==> config.mk <==
export PLATFORM = sky130hd
export DESIGN_NAME = dwu_top
export DESIGN_NICKNAME = d
export VERILOG_FILES = /design/src/dwu_pkg.sv /design/src/dwu_top.sv
export SDC_FILE = /design/constraint.sdc
export NUM_CORES = 1
export LEC_CHECK = 0
export BUFFER_PORTS_ARGS = -buffer_cell sky130_fd_sc_hd__buf_2
export CAP_MARGIN = 10
export CORE_MARGIN = 5
export CORE_UTILIZATION = 30
export CTS_CLUSTER_DIAMETER = 30
export DETAILED_ROUTE_END_ITERATION = 10
export PLACE_DENSITY_LB_ADDON = 0.25
export SYNTH_ARGS = -nofsm -noshare
export SYNTH_HDL_FRONTEND = slang
export SYNTH_SLANG_ARGS = --single-unit
==> constraint.sdc <==
create_clock -name pclk -period 4.6 [get_ports pclk]
set_input_delay 0.46 -clock pclk [delete_from_list [all_inputs] [get_ports pclk]]
set_output_delay 0.46 -clock pclk [all_outputs]
set_load 0.1 [all_outputs]
==> src/dwu_pkg.sv <==
/*
 * Package of the dual watchdog unit: register offsets, field positions,
 * reset values, key codes and timing figures.
 * Assumes a 32-bit APB with byte addresses and one word per register.
 */
package dwu_pkg;

  // Timing
  localparam int unsigned PCLK_HZ = 20_000_000;
  localparam int unsigned OSC_HZ  = 37_000;
  localparam int unsigned OSC_MIN_PCLK = PCLK_HZ / (2 * OSC_HZ);

  // Widths
  localparam int unsigned IWD_CNT_W = 12;
  localparam int unsigned IWD_PRE_W = 8;
  localparam int unsigned WWD_CNT_W = 7;

  // Register offsets
  localparam logic [7:0] OFS_IWD_KEY    = 8'h00;
  localparam logic [7:0] OFS_IWD_PRESC  = 8'h04;
  localparam logic [7:0] OFS_IWD_RELOAD = 8'h08;
  localparam logic [7:0] OFS_IWD_COUNT  = 8'h0C;
  localparam logic [7:0] OFS_WWD_CTRL   = 8'h10;
  localparam logic [7:0] OFS_WWD_WINDOW = 8'h14;
  localparam logic [7:0] OFS_CONFIG     = 8'h18;
  localparam logic [7:0] OFS_IRQ_STAT   = 8'h1C;
  localparam logic [7:0] OFS_IRQ_MASK   = 8'h20;

  // Key codes
  localparam logic [15:0] KEY_RELOAD = 16'hAAAA;
  localparam logic [15:0] KEY_START  = 16'hCCCC;

  // Field positions
  localparam int unsigned WWD_EN_BIT      = 7;
  localparam int unsigned CFG_IWD_RST_BIT = 0;
  localparam int unsigned CFG_IWD_DBG_BIT = 1;
  localparam int unsigned CFG_WWD_DBG_BIT = 2;
  localparam int unsigned IRQ_EWI_BIT     = 0;
  localparam int unsigned IRQ_IWD_TO_BIT  = 1;
  localparam int unsigned IRQ_W           = 2;

  // Reset values
  localparam logic [IWD_CNT_W-1:0] RST_IWD_RELOAD = 12'hFFF;
  localparam logic [IWD_PRE_W-1:0] RST_IWD_PRESC  = 8'h00;
  localparam logic [WWD_CNT_W-1:0] RST_WWD_CNT    = 7'h7F;
  localparam logic [WWD_CNT_W-1:0] RST_WWD_WINDOW = 7'h7F;
  localparam logic [2:0]           RST_CONFIG     = 3'h1;

  // Windowed watchdog thresholds
  localparam logic [WWD_CNT_W-1:0] WWD_WARN = 7'h40;
  localparam logic [WWD_CNT_W-1:0] WWD_LAST = 7'h3F;

  typedef enum logic [0:0] {
    IWD_IDLE = 1'b0,
    IWD_RUN  = 1'b1
  } dwu_iwd_state_type;

  typedef struct packed {
    logic wwd_dbg_freeze;
    logic iwd_dbg_freeze;
    logic iwd_reset_mode;
  } dwu_cfg_type;

endpackage : dwu_pkg

==> src/dwu_top.sv <==
/*
 * Dual watchdog unit: an independent watchdog counted on a sampled slow
 * oscillator and a windowed watchdog counted on pclk, behind an APB slave.
 * Assumes the slow oscillator arrives as a plain pin and the system reset
 * controller acts on sys_reset_req.
 */
`timescale 1ns/1ps
`default_nettype none

module dwu_top #(
  parameter int unsigned WWD_DIV = 4096
) (
  // Clock and reset
  input  wire logic        pclk,
  input  wire logic        presetn,
  input  wire logic        clk_en,
  // APB slave
  input  wire logic        psel,
  input  wire logic        penable,
  input  wire logic        pwrite,
  input  wire logic [7:0]  paddr,
  input  wire logic [31:0] pwdata,
  output logic      [31:0] prdata,
  output logic             pready,
  output logic             pslverr,
  // System
  input  wire logic        osc_in,
  input  wire logic        hw_start_opt,
  input  wire logic        dbg_halt,
  input  wire logic        low_power,
  output logic             sys_reset_req,
  output logic             irq
);

  // Divider counter is 16 bits wide, so larger ratios cannot be served
  if (WWD_DIV < 1 || WWD_DIV > 65536) begin : g_div_check
    $error("WWD_DIV out of range");
  end


  localparam int unsigned IW = dwu_pkg::IWD_CNT_W;
  localparam int unsigned PW = dwu_pkg::IWD_PRE_W;
  localparam int unsigned WW = dwu_pkg::WWD_CNT_W;
  localparam int unsigned IRQ_W_C = dwu_pkg::IRQ_W;

  // Oscillator sampling: three stages, edge once stage 2 and 3 agree
  logic [2:0] osc_sync_r;
  logic [2:0] osc_sync_nxt;
  logic       osc_lvl_r;
  logic       osc_lvl_nxt;
  logic       osc_tick;

  always_comb begin
    osc_sync_nxt = {osc_sync_r[1:0], osc_in};
    osc_lvl_nxt  = osc_lvl_r;
    osc_tick     = 1'b0;
    if (osc_sync_r[1] == osc_sync_r[2]) begin
      osc_lvl_nxt = osc_sync_r[2];
      osc_tick    = osc_sync_r[2] & ~osc_lvl_r;
    end
  end

  always_ff @(posedge pclk or negedge presetn) begin
    if (!presetn) begin
      osc_sync_r <= 3'h0;
      osc_lvl_r  <= 1'b0;
    end else if (clk_en) begin
      osc_sync_r <= osc_sync_nxt;
      osc_lvl_r  <= osc_lvl_nxt;
    end
  end

  // APB decode
  logic acc_rd;
  logic acc_wr;
  logic mapped;

  always_comb begin
    case (paddr)
      dwu_pkg::OFS_IWD_KEY, dwu_pkg::OFS_IWD_PRESC, dwu_pkg::OFS_IWD_RELOAD,
      dwu_pkg::OFS_IWD_COUNT, dwu_pkg::OFS_WWD_CTRL, dwu_pkg::OFS_WWD_WINDOW,
      dwu_pkg::OFS_CONFIG, dwu_pkg::OFS_IRQ_STAT, dwu_pkg::OFS_IRQ_MASK: mapped = 1'b1;
      default: mapped = 1'b0;
    endcase
  end

  // Registers and counters
  logic [31:0]             prdata_r,  prdata_nxt;
  logic                    pready_r,  pready_nxt;
  logic                    pslverr_r, pslverr_nxt;
  logic [PW-1:0]           presc_r,   presc_nxt;
  logic [IW-1:0]           reload_r,  reload_nxt;
  logic [PW-1:0]           pdiv_r,    pdiv_nxt;
  logic [IW-1:0]           icnt_r,    icnt_nxt;
  dwu_pkg::dwu_iwd_state_type ist_r,  ist_nxt;
  logic                    hw_seen_r, hw_seen_nxt;
  logic [WW-1:0]           wcnt_r,    wcnt_nxt;
  logic [WW-1:0]           window_r,  window_nxt;
  logic                    wen_r,     wen_nxt;
  logic [15:0]             wdiv_r,    wdiv_nxt;
  dwu_pkg::dwu_cfg_type    cfg_r,     cfg_nxt;
  logic [IRQ_W_C-1:0]      stat_r,    stat_nxt;
  logic [IRQ_W_C-1:0]      mask_r,    mask_nxt;
  logic                    rst_r,     rst_nxt;
  logic                    irq_r,     irq_nxt;

  logic [IRQ_W_C-1:0] ev;
  logic               iwd_step;
  logic               wwd_step;
  logic               wwd_bad;

  // Read data is taken a cycle early so it stands together with pready
  assign acc_rd = psel & penable & ~pready_r & ~pwrite;
  // Write lands on the edge at which the master sees pready
  assign acc_wr = psel & penable & pready_r & pwrite;

  always_comb begin
    prdata_nxt  = prdata_r;
    pready_nxt  = psel & penable & ~pready_r;
    pslverr_nxt = psel & penable & ~pready_r & ~mapped;
    presc_nxt   = presc_r;
    reload_nxt  = reload_r;
    pdiv_nxt    = pdiv_r;
    icnt_nxt    = icnt_r;
    ist_nxt     = ist_r;
    hw_seen_nxt = 1'b1;
    wcnt_nxt    = wcnt_r;
    window_nxt  = window_r;
    wen_nxt     = wen_r;
    wdiv_nxt    = wdiv_r;
    cfg_nxt     = cfg_r;
    mask_nxt    = mask_r;
    ev          = '0;
    rst_nxt     = 1'b0;
    wwd_bad     = 1'b0;

    // Strap caught once after reset release
    if (!hw_seen_r && hw_start_opt) begin
      ist_nxt = dwu_pkg::IWD_RUN;
    end

    // Independent watchdog: ticks ignore low_power on purpose
    iwd_step = osc_tick & (ist_r == dwu_pkg::IWD_RUN)
             & ~(dbg_halt & cfg_r.iwd_dbg_freeze);
    if (iwd_step) begin
      if (pdiv_r >= presc_r) begin
        pdiv_nxt = '0;
        if (icnt_r == '0) begin
          icnt_nxt = reload_r;
          if (cfg_r.iwd_reset_mode) begin
            rst_nxt = 1'b1;
          end else begin
            ev[dwu_pkg::IRQ_IWD_TO_BIT] = 1'b1;
          end
        end else begin
          icnt_nxt = icnt_r - 1'b1;
        end
      end else begin
        pdiv_nxt = pdiv_r + 1'b1;
      end
    end

    // Windowed watchdog: stopped with the main clock in low power
    // Counter wraps from 00 to 7F when left running
    wwd_step = ~low_power & ~(dbg_halt & cfg_r.wwd_dbg_freeze);
    if (wwd_step) begin
      if (wdiv_r >= 16'(WWD_DIV - 1)) begin
        wdiv_nxt = '0;
        wcnt_nxt = wcnt_r - 1'b1;
        if (wcnt_r == dwu_pkg::WWD_WARN) begin
          ev[dwu_pkg::IRQ_EWI_BIT] = 1'b1;
          wwd_bad = wen_r;
        end
      end else begin
        wdiv_nxt = wdiv_r + 1'b1;
      end
    end

    // Register reads
    if (acc_rd) begin
      case (paddr)
        dwu_pkg::OFS_IWD_PRESC:  prdata_nxt = 32'(presc_r);
        dwu_pkg::OFS_IWD_RELOAD: prdata_nxt = 32'(reload_r);
        dwu_pkg::OFS_IWD_COUNT:  prdata_nxt = {15'h0000, ist_r == dwu_pkg::IWD_RUN,
                                              4'h0, icnt_r};
        dwu_pkg::OFS_WWD_CTRL:   prdata_nxt = {24'h000000, wen_r, wcnt_r};
        dwu_pkg::OFS_WWD_WINDOW: prdata_nxt = 32'(window_r);
        dwu_pkg::OFS_CONFIG:     prdata_nxt = 32'(cfg_r);
        dwu_pkg::OFS_IRQ_STAT:   prdata_nxt = 32'(stat_r);
        dwu_pkg::OFS_IRQ_MASK:   prdata_nxt = 32'(mask_r);
        default:                 prdata_nxt = 32'h00000000;
      endcase
    end

    // Register writes
    if (acc_wr) begin
      case (paddr)
        dwu_pkg::OFS_IWD_KEY: begin
          if (pwdata[15:0] == dwu_pkg::KEY_START) begin
            ist_nxt  = dwu_pkg::IWD_RUN;
            icnt_nxt = reload_r;
            pdiv_nxt = '0;
          end else if (pwdata[15:0] == dwu_pkg::KEY_RELOAD) begin
            icnt_nxt = reload_r;
            pdiv_nxt = '0;
          end
        end
        dwu_pkg::OFS_IWD_PRESC:  presc_nxt  = pwdata[PW-1:0];
        dwu_pkg::OFS_IWD_RELOAD: reload_nxt = pwdata[IW-1:0];
        dwu_pkg::OFS_WWD_CTRL: begin
          if (wen_r && wcnt_r > window_r) begin
            wwd_bad = 1'b1;
          end else begin
            wcnt_nxt = pwdata[WW-1:0];
            wdiv_nxt = '0;
          end
          // Enable is sticky until reset
          wen_nxt = wen_r | pwdata[dwu_pkg::WWD_EN_BIT];
        end
        dwu_pkg::OFS_WWD_WINDOW: window_nxt = pwdata[WW-1:0];
        dwu_pkg::OFS_CONFIG:     cfg_nxt    = pwdata[2:0];
        dwu_pkg::OFS_IRQ_MASK:   mask_nxt   = pwdata[IRQ_W_C-1:0];
        default: ;
      endcase
    end

    if (wwd_bad) begin
      rst_nxt = 1'b1;
    end

    // Sticky status: a new event wins over a write-one clear
    stat_nxt = stat_r;
    if (acc_wr && paddr == dwu_pkg::OFS_IRQ_STAT) begin
      stat_nxt = stat_r & ~pwdata[IRQ_W_C-1:0];
    end
    stat_nxt = stat_nxt | ev;
    irq_nxt  = |(stat_nxt & mask_nxt);
  end

  always_ff @(posedge pclk or negedge presetn) begin
    if (!presetn) begin
      prdata_r  <= 32'h00000000;
      pready_r  <= 1'b0;
      pslverr_r <= 1'b0;
      presc_r   <= dwu_pkg::RST_IWD_PRESC;
      reload_r  <= dwu_pkg::RST_IWD_RELOAD;
      pdiv_r    <= '0;
      icnt_r    <= dwu_pkg::RST_IWD_RELOAD;
      ist_r     <= dwu_pkg::IWD_IDLE;
      hw_seen_r <= 1'b0;
      wcnt_r    <= dwu_pkg::RST_WWD_CNT;
      window_r  <= dwu_pkg::RST_WWD_WINDOW;
      wen_r     <= 1'b0;
      wdiv_r    <= 16'h0000;
      cfg_r     <= dwu_pkg::RST_CONFIG;
      stat_r    <= '0;
      mask_r    <= '0;
      rst_r     <= 1'b0;
      irq_r     <= 1'b0;
    end else if (clk_en) begin
      prdata_r  <= prdata_nxt;
      pready_r  <= pready_nxt;
      pslverr_r <= pslverr_nxt;
      presc_r   <= presc_nxt;
      reload_r  <= reload_nxt;
      pdiv_r    <= pdiv_nxt;
      icnt_r    <= icnt_nxt;
      ist_r     <= ist_nxt;
      hw_seen_r <= hw_seen_nxt;
      wcnt_r    <= wcnt_nxt;
      window_r  <= window_nxt;
      wen_r     <= wen_nxt;
      wdiv_r    <= wdiv_nxt;
      cfg_r     <= cfg_nxt;
      stat_r    <= stat_nxt;
      mask_r    <= mask_nxt;
      rst_r     <= rst_nxt;
      irq_r     <= irq_nxt;
    end
  end

  assign prdata        = prdata_r;
  assign pready        = pready_r;
  assign pslverr       = pslverr_r;
  assign sys_reset_req = rst_r;
  assign irq           = irq_r;

endmodule // dwu_top

`default_nettype wire

==> summary.txt, run 1 <==
Detailed routing
  • DRT Pass-1 Iters: 7
  • Drt wl/cell: 18.8 um
  • Routed vias/inst: 5.50
  • Initial DRC Count: 375
  • Total wire length: 17.8 mm
  • Final ANT Viol Nets: 0
  • DRC viols: 0
  • Vias: 5,184

Power
  • Max rail drop VDD: 0.166 mV
  • Power Density: 393 nW/um2
  • Leak Pwr: 2.87 nW

Clocking
  • Clock transition at path regs: 0.07 ns
  • Hold buffer count at cts: 0
  • Clk_lat worst skew: 0.36 ns
  • CTS tree: done
  • Post-CTS sizing: 0
  • Total clock sinks: 101
  • Clk buf depth: 2
  • CTS Buf Count: 9
  • H-tree depth: 3
  • Cell chosen for the clock root: clkbuf_16
  • Post-CTS Setup Bufs: 0

Worst setup path
  • Worst setup path category: register to register
  • Worst Path Required: 4.89 ns
  • Crit Path Max Fanout: 13
  • Arrival @ worst endpoint: 3.19 ns
  • Crit end category: register
  • CP Launch Type: register

Floorplanning
  • Die width: 155 um
  • Rows: 52
  • Die height: 155 um
  • Initial Util: 30.7%
  • Die ar.: 23,900 um2
  • Ports: 86
  • Core box area: 20,400 um2

Yosys
  • Part of the Yosys area used for sequential elements: 41.1%
  • Synth warn: 0
  • Avg Cell Area, Syn: 9.89 um2
  • Distinct cells, synth: 84
  • Seq cells post-synth: 101
  • Async set-or-reset flop fraction in the synthesized netlist: 100%
  • Post-synth EDFFs: 0
  • Post-synthesis cell area: 6270 um2
  • Ys flop type: dfrtp_1
  • Cells after synthesis: 634

Cells and area
  • Layout cells sized above 1: 26.9%
  • Final Instance Area: 6980 um2
  • Reg area: 2580 um2
  • Nets: 739
  • Area of the multi-input gates: 3360 um2
  • Fill cells: 2,082
  • Diode count: 0
  • Area Overhead vs Synth: 11.4%
  • Final core occ: 34.2%

Status
  • Outcome: complete, no violations

STA
  • Worst Skew: 0.00959 ns
  • Fin. max-slew vios: 0
  • Tcrit/Tclk final: 63.2%
  • Setup TNS Final: 0 ns
  • Post-layout min period: 2.90 ns
  • RSZ-0062 raised after global routing: no
  • Setup Viol. Count Final: 0
  • Rel. slew slack: 31.9%
  • Worst slew pin tran: 1.02 ns
  • Achievable Freq: 0.344 GHz
  • Final hold viol count: 0

Placed design
  • # port buffers: 50
  • Placed cell area: 6650 um2
  • Hpwl dp: 13.0 mm
  • GP Congestion: 0.860

GRT
  • Vias in the first global route: 5,042
  • Grt ovf: 0
  • Largest net degree at the start of global routing: 72
  • Initial antenna violation count: 0
  • Global-route wire length before repair: 28.5 mm
  • Total GRT Usage: 15.0%

Run
  • Max-cap violation count: 0

Hold path
  • Min-delay worst type: primary input to async pin
area by class of cell:
| cell class | instances | area share (%) |
|---|---|---|
| Multi-Input combinational cell | 475 | 48.1 |
| Timing Repair Buffer | 54 | 4.05 |
| Sequential cell | 101 | 36.9 |
| Clock buffer | 12 | 3.53 |
| Inverter | 27 | 1.45 |
| Tap cell | 270 | 4.84 |
| Clock inverter | 4 | 1.15 |
routing by layer:
metal	part of all wire, %	global-route usage (%)	up-vias
li1	-	-	2416
met1	47	21.0	2553
met2	45	23.0	178
met3	5.4	2.88	37
met4	3.1	6.06	0
met5	0	0	-
state kept, by name (all words and copies together) (netlist names), 7 cells and up:
signal	flops
wdiv_r	16
window_r	7
presc_r	8
reload_r	12
pdiv_r	8
prdata	13
wcnt_r	7
icnt_r	12
cell usage after synthesis (all sizes together) (12+ instances only):
cell | instances | share of area [%]
a21oi | 40 | 3.6
a22oi | 13 | 1.6
a31oi | 16 | 1.6
buf | 37 | 4.1
clkbuf | 12 | 0.74
dfrtp | 62 | 25
dfstp | 39 | 16
ha | 21 | 4.2
inv | 27 | 1.6
mux2 | 35 | 6.3
nand2 | 42 | 2.8
nand3 | 29 | 2.5
nor2 | 52 | 3.4
nor4 | 12 | 1.9
o21ai | 19 | 1.5
report_power, final:
group | switching [W] | internal [W]
clock | 0.000354 | 0.000498
sequential | 0.000153 | 0.00104
combinational | 0.000508 | 0.000194
total | 0.00101 | 0.00173
per-stage QoR:
step                hold slack [ns]  instances  setup WS [ns]  total power, W
floorplan                     0.164        652           2.26         0.00175
global placement              0.439        927           1.75         0.00189
detailed placement            0.442        927           1.71         0.00191
CTS                           0.271        943           1.71         0.00276
global route                  0.333        943           1.52         0.00288
finish                        0.226        943           1.70         0.00274
cells in the final DEF, fill, tap and decap left out, types with 6 or more instances in the layout:
cell and count:
ha_1 21, a21o_1 7, dfstp_2 39, nand2_1 38
o21ai_0 19, inv_1 27, buf_2 49, nand4_1 10
o31ai_1 8, and2_1 6, nand3_1 27, conb_1 19
mux2_2 35, nor3_1 9, clkbuf_16 9, o311ai_1 6
a31oi_1 16, a22oi_1 13, o22ai_1 10, dfrtp_1 62
nor2_1 48, a21oi_1 38, o2bb2ai_1 8, nor4_1 6
kinds of logic after synthesis:
family	count (synthesis)	synth area share (%)
compound gates	176	20.4
xor+xnor	7	0.978
fa+ha+maj	21	4.19
buf+inv	76	6.43
flops	101	41.1
mux	40	7.09
other cells	1	0.0598
simple gates	212	19.7
worst paths after layout:
kind                       startpoint          end  slack [ns]  cells past startpoint
setup / recovery            wcnt_r[2]    wcnt_r[6]        1.70                      7
hold / removal                presetn    wdiv_r[8]        0.23                      1
setup reg to reg            wcnt_r[2]    wcnt_r[6]        1.70                      7
hold reg to reg             hw_seen_r    hw_seen_r        0.46                      1
max in group asynchronous     presetn  window_r[0]        3.33                      2
min in group pclk              clk_en       pready        0.33                      2
worst max-delay path, stage by stage, from the launching register on:
cell,delay (ns)
dfstp_2,0.62
ha_1,0.28
a21oi_1,0.14
a21oi_1,0.08
o221ai_1,0.62
nand2_1,0.49
and4_1,0.35
a211o_1,0.26
Note: power is estimated with default switching activity, not from simulation.
==> run 2, diff against run 1 <==
--- a/config.mk
+++ b/config.mk
@@ -5,6 +5,7 @@
 export SDC_FILE = /design/constraint.sdc
 export NUM_CORES = 1
 export LEC_CHECK = 0
+export ABC_AREA = 1
 export BUFFER_PORTS_ARGS = -buffer_cell sky130_fd_sc_hd__buf_2
 export CAP_MARGIN = 10
 export CORE_MARGIN = 5
==> constraint.sdc (replaced) <==
create_clock -name pclk -period 2.6 [get_ports pclk]
set_input_delay 0.26 -clock pclk [delete_from_list [all_inputs] [get_ports pclk]]
set_output_delay 0.26 -clock pclk [all_outputs]
set_load 0.1 [all_outputs]
==> run 2 against run 1 <==
Sequential cell count unchanged; total power up 100%; synthesized area up 10%; register-to-register slack worse by 1.3 ns; sequential share of layout area down 3.2 points; first-iteration DRC count down 10%; via count up 21%; combinational power rose to 2.9 times the previous value; utilization down 0.45 points; cell count up 39%.
==> summary.txt, run 2 <==
Floorplanning
  • Rows: 55
  • Initial Util: 30.5%
  • Die ar.: 26,100 um2
  • Core box area: 22,600 um2
  • Ports: 86
  • Die width: 162 um
  • Die height: 162 um

Yosys
  • Distinct cells, synth: 48
  • Area contributors post-synth: dfrtp_1 (22%), nand2_1 (18%), dfstp_2 (15%)
  • Commonest cells post-synth: nand2_1 (339), inv_1 (106), o21ai_0 (67), nand3_1 (66), dfrtp_1 (62)
  • Synth warn: 0
  • Part of the Yosys area used for sequential elements: 37.3%
  • Async set-or-reset flop fraction in the synthesized netlist: 100%
  • Seq cells post-synth: 101
  • Share of the synthesized area in the top cell type: 22.5%
  • Cells after synthesis: 980
  • Post-synthesis cell area: 6900 um2
  • Avg Cell Area, Syn: 7.04 um2
  • Post-synth EDFFs: 0
  • Ys flop type: dfrtp_1
  • Most numerous cell in the Yosys netlist: nand2_1
  • Yosys top cell by area: dfrtp_1

Worst setup path
  • R2r setup slk: 0.44 ns
  • Reg2reg end: wdiv_r[7]
  • CP max stage delay: 0.53 ns
  • Worst Path Required: 2.88 ns
  • Crit Path Max Fanout: 13
  • Worst setup path category: register to register
  • RR Startpoint: window_r[6]
  • CP Launch Type: register
  • Arrival @ worst endpoint: 2.43 ns
  • Worst Setup SP: window_r[6]
  • Crit end category: register
  • CP cell instances: inv_1 -> ha_1 -> nand2_1 -> nor2_1 -> nand2_1 -> nand2_1 -> nand2_1 -> nand2_4 -> nand3_2 -> o21ai_0
  • Most common cell on crit path: nand2_1
  • Top delay family on crit path: simple AND/OR/NAND/NOR gates
  • Slowest-stage cell, CP: dfstp_2
  • Crit path depth: 10
  • Crit path buf inv count: 1
  • Worst Setup EP: wdiv_r[7]
  • Path depth of the worst reg2reg path: 10

GRT
  • Global-route wire length before repair: 32.9 mm
  • Vias in the first global route: 6,004
  • Grt ovf: 0
  • Largest net degree at the start of global routing: 58
  • Initial antenna violation count: 1
  • Total GRT Usage: 15.8%

STA
  • Worst Skew: 0.00601 ns
  • Achievable Freq: 0.464 GHz
  • Setup Viol. Count Final: 0
  • Fin. max-slew vios: 0
  • Rel. slew slack: 50.6%
  • Setup TNS Final: 0 ns
  • Worst slew pin tran: 0.739 ns
  • RSZ-0062 raised after global routing: no
  • Setup ws final: 0.444 ns
  • Tcrit/Tclk final: 82.9%
  • Final hold viol count: 0
  • Hold Slack: 0.115 ns
  • Post-layout min period: 2.16 ns

Cells and area
  • Final Instance Area: 7630 um2
  • Final core occ: 33.7%
  • Max FFs per register: 16
  • Commonest non-fill, non-tap cell in the layout: nand2_1
  • Most flop-heavy register: wdiv_r
  • Layout cells sized above 1: 16.7%
  • Area Overhead vs Synth: 10.6%
  • Diode count: 0
  • Nets: 1,092
  • Commonest non-fill, non-tap cells in the layout: nand2_1 (339), inv_1 (105), o21ai_0 (67), nand3_1 (66), dfrtp_1 (62)

Power
  • Switch share: 41.9%
  • Sequential group share of total power: 38.8%
  • Power share of the clock group: 24.0%
  • Sw Pwr: 0.00233 W
  • P_int: 0.00323 W
  • Leak Pwr: 3.74 nW
  • Max rail drop VDD: 0.299 mV
  • Combinational share of power: 37.2%
  • Power Density: 729 nW/um2

Clocking
  • Hold buffer count at cts: 1
  • Clk buf depth: 2
  • Clk_lat worst skew: 0.36 ns
  • Clock transition at path regs: 0.07 ns
  • Post-CTS Setup Bufs: 0
  • Cell chosen for the clock root: clkbuf_16
  • H-tree depth: 3
  • CTS tree: done
  • Total clock sinks: 101
  • CTS Buf Count: 9
  • Post-CTS sizing: 0

Detailed routing
  • DRT Pass-1 Iters: 8
  • Drt wl/cell: 15.6 um
  • DRC viols: 0
  • Routed vias/inst: 4.77
  • Initial DRC Count: 337
  • Total wire length: 20.5 mm
  • Vias: 6,257
  • Final ANT Viol Nets: 0

Status
  • Outcome: complete, no violations

Placed design
  • # port buffers: 50
  • GP Congestion: 0.821
  • Placed cell area: 7340 um2
  • Pre-CTS setup slack: 0.410 ns
  • Hpwl dp: 15.3 mm

Hold path
  • Worst Hold Depth: 3
  • Min-delay worst type: primary input to register

Run
  • Max-cap violation count: 0
## run 2: cell count changes after synthesis, moves of 13 or more
cell     before  now
a21oi_1      38   21
a22oi_1      13    0
a31oi_1      16    1
inv_1        27  106
mux2_2       35    0
nand2_1      38  339
nand3_1      27   66
o21ai_0      19   67
o22ai_1      10   23
## run 2: routing by layer
layer,vias to the layer above,wire (um),track usage (%)
li1,3193,-,-
met1,2917,9620,21.4
met2,115,9570,26.0
met3,30,849,2.92
met4,2,457,4.58
met5,-,7,0
## run 2: cell type report
class                      instances  area, um2
tap                              285        357
sequential                       101       2580
multi-input combinational        734       3650
inverter                         116        438
clock inverter                     4       33.8
clock buffer                      12        246
fill                            2472      15000
timing repair buffer              59        335
## run 2: cell families (layout without fill, tap and decap cells)
kind of cell / count (synthesis) / count (layout) / synth area share (%)
AOI/OAI and AO/OA: 133 / 133 / 10.7
xor gates and xnor gates: 10 / 10 / 1.27
adders and majority gates: 21 / 21 / 3.81
buffers and inverters: 163 / 191 / 10.8
DFF: 101 / 101 / 37.3
other: 1 / 19 / 0.0543
and+or+nand+nor: 551 / 551 / 36.1
## run 2: through the flow
stage	cells	power, W
2_1_floorplan	998	0.00376
3_3_place_gp	1294	0.00423
3_5_place_dp	1294	0.00426
4_1_cts	1311	0.00561
5_1_grt	1311	0.00603
6_report	1311	0.00557
## run 2: worst min-delay path by stage
stage | start | end | slack (ns)
3_5_place_dp | presetn | prdata[9] | 0.18
4_1_cts | osc_in | osc_sync_r[0] | 0.11
2_1_floorplan | presetn | cfg_r[1] | -0.04
5_1_grt | osc_in | osc_sync_r[0] | 0.12
6_report | osc_in | osc_sync_r[0] | 0.12
3_3_place_gp | presetn | prdata[9] | 0.18
## run 2: worst register-to-register path, stage by stage, from the launching register on
cell and delay (ns):
dfstp_2 0.53, inv_1 0.06, ha_1 0.29, nand2_1 0.07, nor2_1 0.15, nand2_1 0.07, nand2_1 0.08, nand2_1 0.14
nand2_4 0.22, nand3_2 0.25, o21ai_0 0.23
## run 2: power by group through the flow
stage | combinational, W | sequential, W | clock (W)
2_1_floorplan | 0.00169 | 0.00207 | 0
3_3_place_gp | 0.00205 | 0.00218 | 0
3_5_place_dp | 0.00208 | 0.00218 | 0
4_1_cts | 0.00209 | 0.00215 | 0.00137
5_1_grt | 0.00239 | 0.00220 | 0.00144
6_report | 0.00207 | 0.00216 | 0.00133
==> run 3, diff against run 2 <==
--- a/config.mk
+++ b/config.mk
@@ -5,7 +5,7 @@
 export SDC_FILE = /design/constraint.sdc
 export NUM_CORES = 1
 export LEC_CHECK = 0
-export ABC_AREA = 1
+export ABC_AREA = 0
 export BUFFER_PORTS_ARGS = -buffer_cell sky130_fd_sc_hd__buf_2
 export CAP_MARGIN = 10
 export CORE_MARGIN = 5
==> constraint.sdc (replaced) <==
create_clock -name pclk -period 2 [get_ports pclk]
set_input_delay 0.2 -clock pclk [delete_from_list [all_inputs] [get_ports pclk]]
set_output_delay 0.2 -clock pclk [all_outputs]
set_load 0.1 [all_outputs]
==> run 3 against run 2 <==
Global-route usage grew 0.57 points; critical endpoint is now wdiv_r[9]; sequential share of layout area fell by 2.7 points; non-clock buffer count is 107 higher; largest cell class unchanged; clock power rose by 38%; clock skew is 0.0047 ns higher; the run now ends with setup timing left; combinational power is 6% lower; sequential cell count is the same; first-iteration DRC count up 15%; maximum frequency down 2.0%.
==> summary.txt, run 3 (synthesized netlist as in run 1, its figures left out) <==
Cells and area
  • Fill cells: 2,011
  • Area of the multi-input gates: 3750 um2
  • Reg area: 2580 um2
  • Diode count: 0
  • Layout cells sized above 1: 44.1%
  • Commonest non-fill, non-tap cells in the layout: buf_4 (102), dfrtp_1 (61), buf_2 (49), nor2_1 (40), dfstp_2 (39)
  • Post-Layout Cell Count: 1,055
  • Most flop-heavy register: wdiv_r
  • Area Overhead vs Synth: 32.5%
  • Commonest non-fill, non-tap cell in the layout: buf_4
  • Max FFs per register: 16
  • Nets: 851

Detailed routing
  • Total wire length: 20.0 mm
  • Vias: 5,632
  • DRT Pass-1 Iters: 7
  • Initial DRC Count: 386
  • DRC viols: 0
  • Final ANT Viol Nets: 0
  • Routed vias/inst: 5.34
  • Drt wl/cell: 19.0 um

Clocking
  • CTS tree: done
  • H-tree depth: 3
  • Clk_lat worst skew: 0.35 ns
  • Total clock sinks: 101
  • Clk buf depth: 2
  • Cell chosen for the clock root: clkbuf_16
  • CTS Buf Count: 9
  • Clock transition at path regs: 0.07 ns

Placed design
  • # port buffers: 50
  • Placed Cells: 1,028
  • GP Congestion: 0.884
  • Hpwl dp: 15.1 mm

GRT
  • Global-route wire length before repair: 31.1 mm
  • Grt ovf: 0
  • Largest net degree at the start of global routing: 56
  • Initial antenna violation count: 1
  • Total GRT Usage: 16.4%
  • Vias in the first global route: 5,570

Worst setup path
  • Worst setup path category: register to register
  • Crit path buf inv count: 1
  • Worst Path Required: 2.25 ns
  • Slowest-stage cell, CP: dfstp_2
  • R2r setup slk: -0.20 ns
  • Crit Path Max Fanout: 9
  • CP max stage delay: 0.55 ns
  • Arrival @ worst endpoint: 2.45 ns
  • Crit end category: register
  • CP Launch Type: register
  • CP cell instances: inv_2 -> ha_4 -> nand4_1 -> a21oi_2 -> o221ai_4 -> a21oi_4 -> nand2_4 -> o311ai_1
  • Top delay family on crit path: compound AO/OA/AOI/OAI gates

Floorplanning
  • Die height: 155 um
  • Ports: 86
  • Die ar.: 23,900 um2
  • Rows: 52
  • Core box area: 20,400 um2
  • Initial Util: 30.7%
  • Die width: 155 um

Status
  • Outcome: finished, violations left
  • Failing checks: setup timing

STA
  • Setup Viol. Count Final: 44
  • Fin. max-slew vios: 0
  • Post-layout min period: 2.20 ns
  • Rel. slew slack: 66.0%
  • RSZ-0062 raised after global routing: yes
  • Achievable Freq: 0.455 GHz
  • Worst slew pin tran: 0.506 ns
  • Setup ws final: -0.200 ns
  • Final hold viol count: 0
  • Hold Slack: 0.0906 ns
  • Worst Skew: 0.0107 ns
  • Tcrit/Tclk final: 110%

Power
  • Sw Pwr: 0.00250 W
  • Switch share: 38.3%
  • P_int: 0.00403 W
  • Power share of the clock group: 28.2%
  • Sequential group share of total power: 41.9%
  • Power Density: 786 nW/um2
  • Leak Pwr: 3.51 nW
  • Combinational share of power: 29.9%
  • Max rail drop VDD: 0.474 mV

Run
  • Max-cap violation count: 0

Hold path
  • Min-delay worst type: primary input to register
-- run 3: cell count changes in the layout (fill, tap and decap cells not counted), sizes merged, moves of 9 or more --
cell	before	now
o21ai	73	19
and2	0	9
nor4	1	12
nand2	354	42
a21oi	22	40
nand3	79	29
buf	58	165
a31oi	1	16
a22oi	0	13
nor2	73	52
nand4	22	10
mux2	0	35
inv	115	28
o22ai	23	10
-- run 3: worst reg2reg max path, delay by kind of cell (launching register included) --
kind	cells	cell delay, ns
AOI/OAI and AO/OA	4	0.93
adders and majority gates	1	0.26
buffers and inverters	1	0.05
DFF	1	0.55
and+or+nand+nor	2	0.31
-- run 3: repair_timing --
item                                   in CTS  in global routing
setup endpoints to repair                  42                 53
buffers inserted                            1                  9
hold buffers                                1                  0
pin swaps                                   4                 18
gates resized for setup                    11                 53
endpoints found under the hold margin      12                  0
-- run 3: final cells by class --
type,instances,area share [%]
clock buffer,9,2.71
sequential,101,31.1
multi-input combinational,475,45.2
timing repair buffer,166,14.7
inverter,27,1.22
tap,270,4.07
clock inverter,7,1.02
-- run 3: path summary, 6_finish.rpt --
| path | from | cells past startpoint | end |
|---|---|---|---|
| max | window_r[4] | 8 | wdiv_r[9] |
| max reg2reg | window_r[4] | 8 | wdiv_r[9] |
| max in group asynchronous | presetn | 3 | reload_r[10] |
| min in group asynchronous | presetn | 2 | wdiv_r[10] |
| min | osc_in | 2 | osc_sync_r[0] |
| min reg2reg | hw_seen_r | 1 | hw_seen_r |
-- run 3: power by group through the flow --
stage	sequential, W	clock [W]	combinational (W)
after global placement	0.00272	0	0.00179
final	0.00273	0.00184	0.00195
after floorplan	0.00308	0	0.000958
after CTS	0.00270	0.00189	0.00185
after detailed placement	0.00273	0	0.00182
after global routing	0.00278	0.00195	0.00209
-- run 3: layer usage --
layer / track usage [%] / up-vias / share of wire [%]
li1: - / 2638 / -
met1: 22.8 / 2814 / 47
met2: 26.1 / 149 / 46
met3: 2.96 / 29 / 5.1
met4: 4.84 / 2 / 2.1
met5: 0 / - / 0.035
-- run 3: stage by stage --
stage / instance area [um2] / utilization (%) / TNS, ns / setup WS, ns / total power, W
3_5_place_dp: 7590 / 37.2 / -3.76 / -0.182 / 0.00456
2_1_floorplan: 6460 / - / 0 / 0.00495 / 0.00403
5_1_grt: 8300 / 40.6 / -8.36 / -0.268 / 0.00683
6_report: 8300 / 40.6 / -4.87 / -0.200 / 0.00652
3_3_place_gp: 7590 / 37.2 / -1.86 / -0.0988 / 0.00451
4_1_cts: 7980 / 39.1 / -3.64 / -0.174 / 0.00643
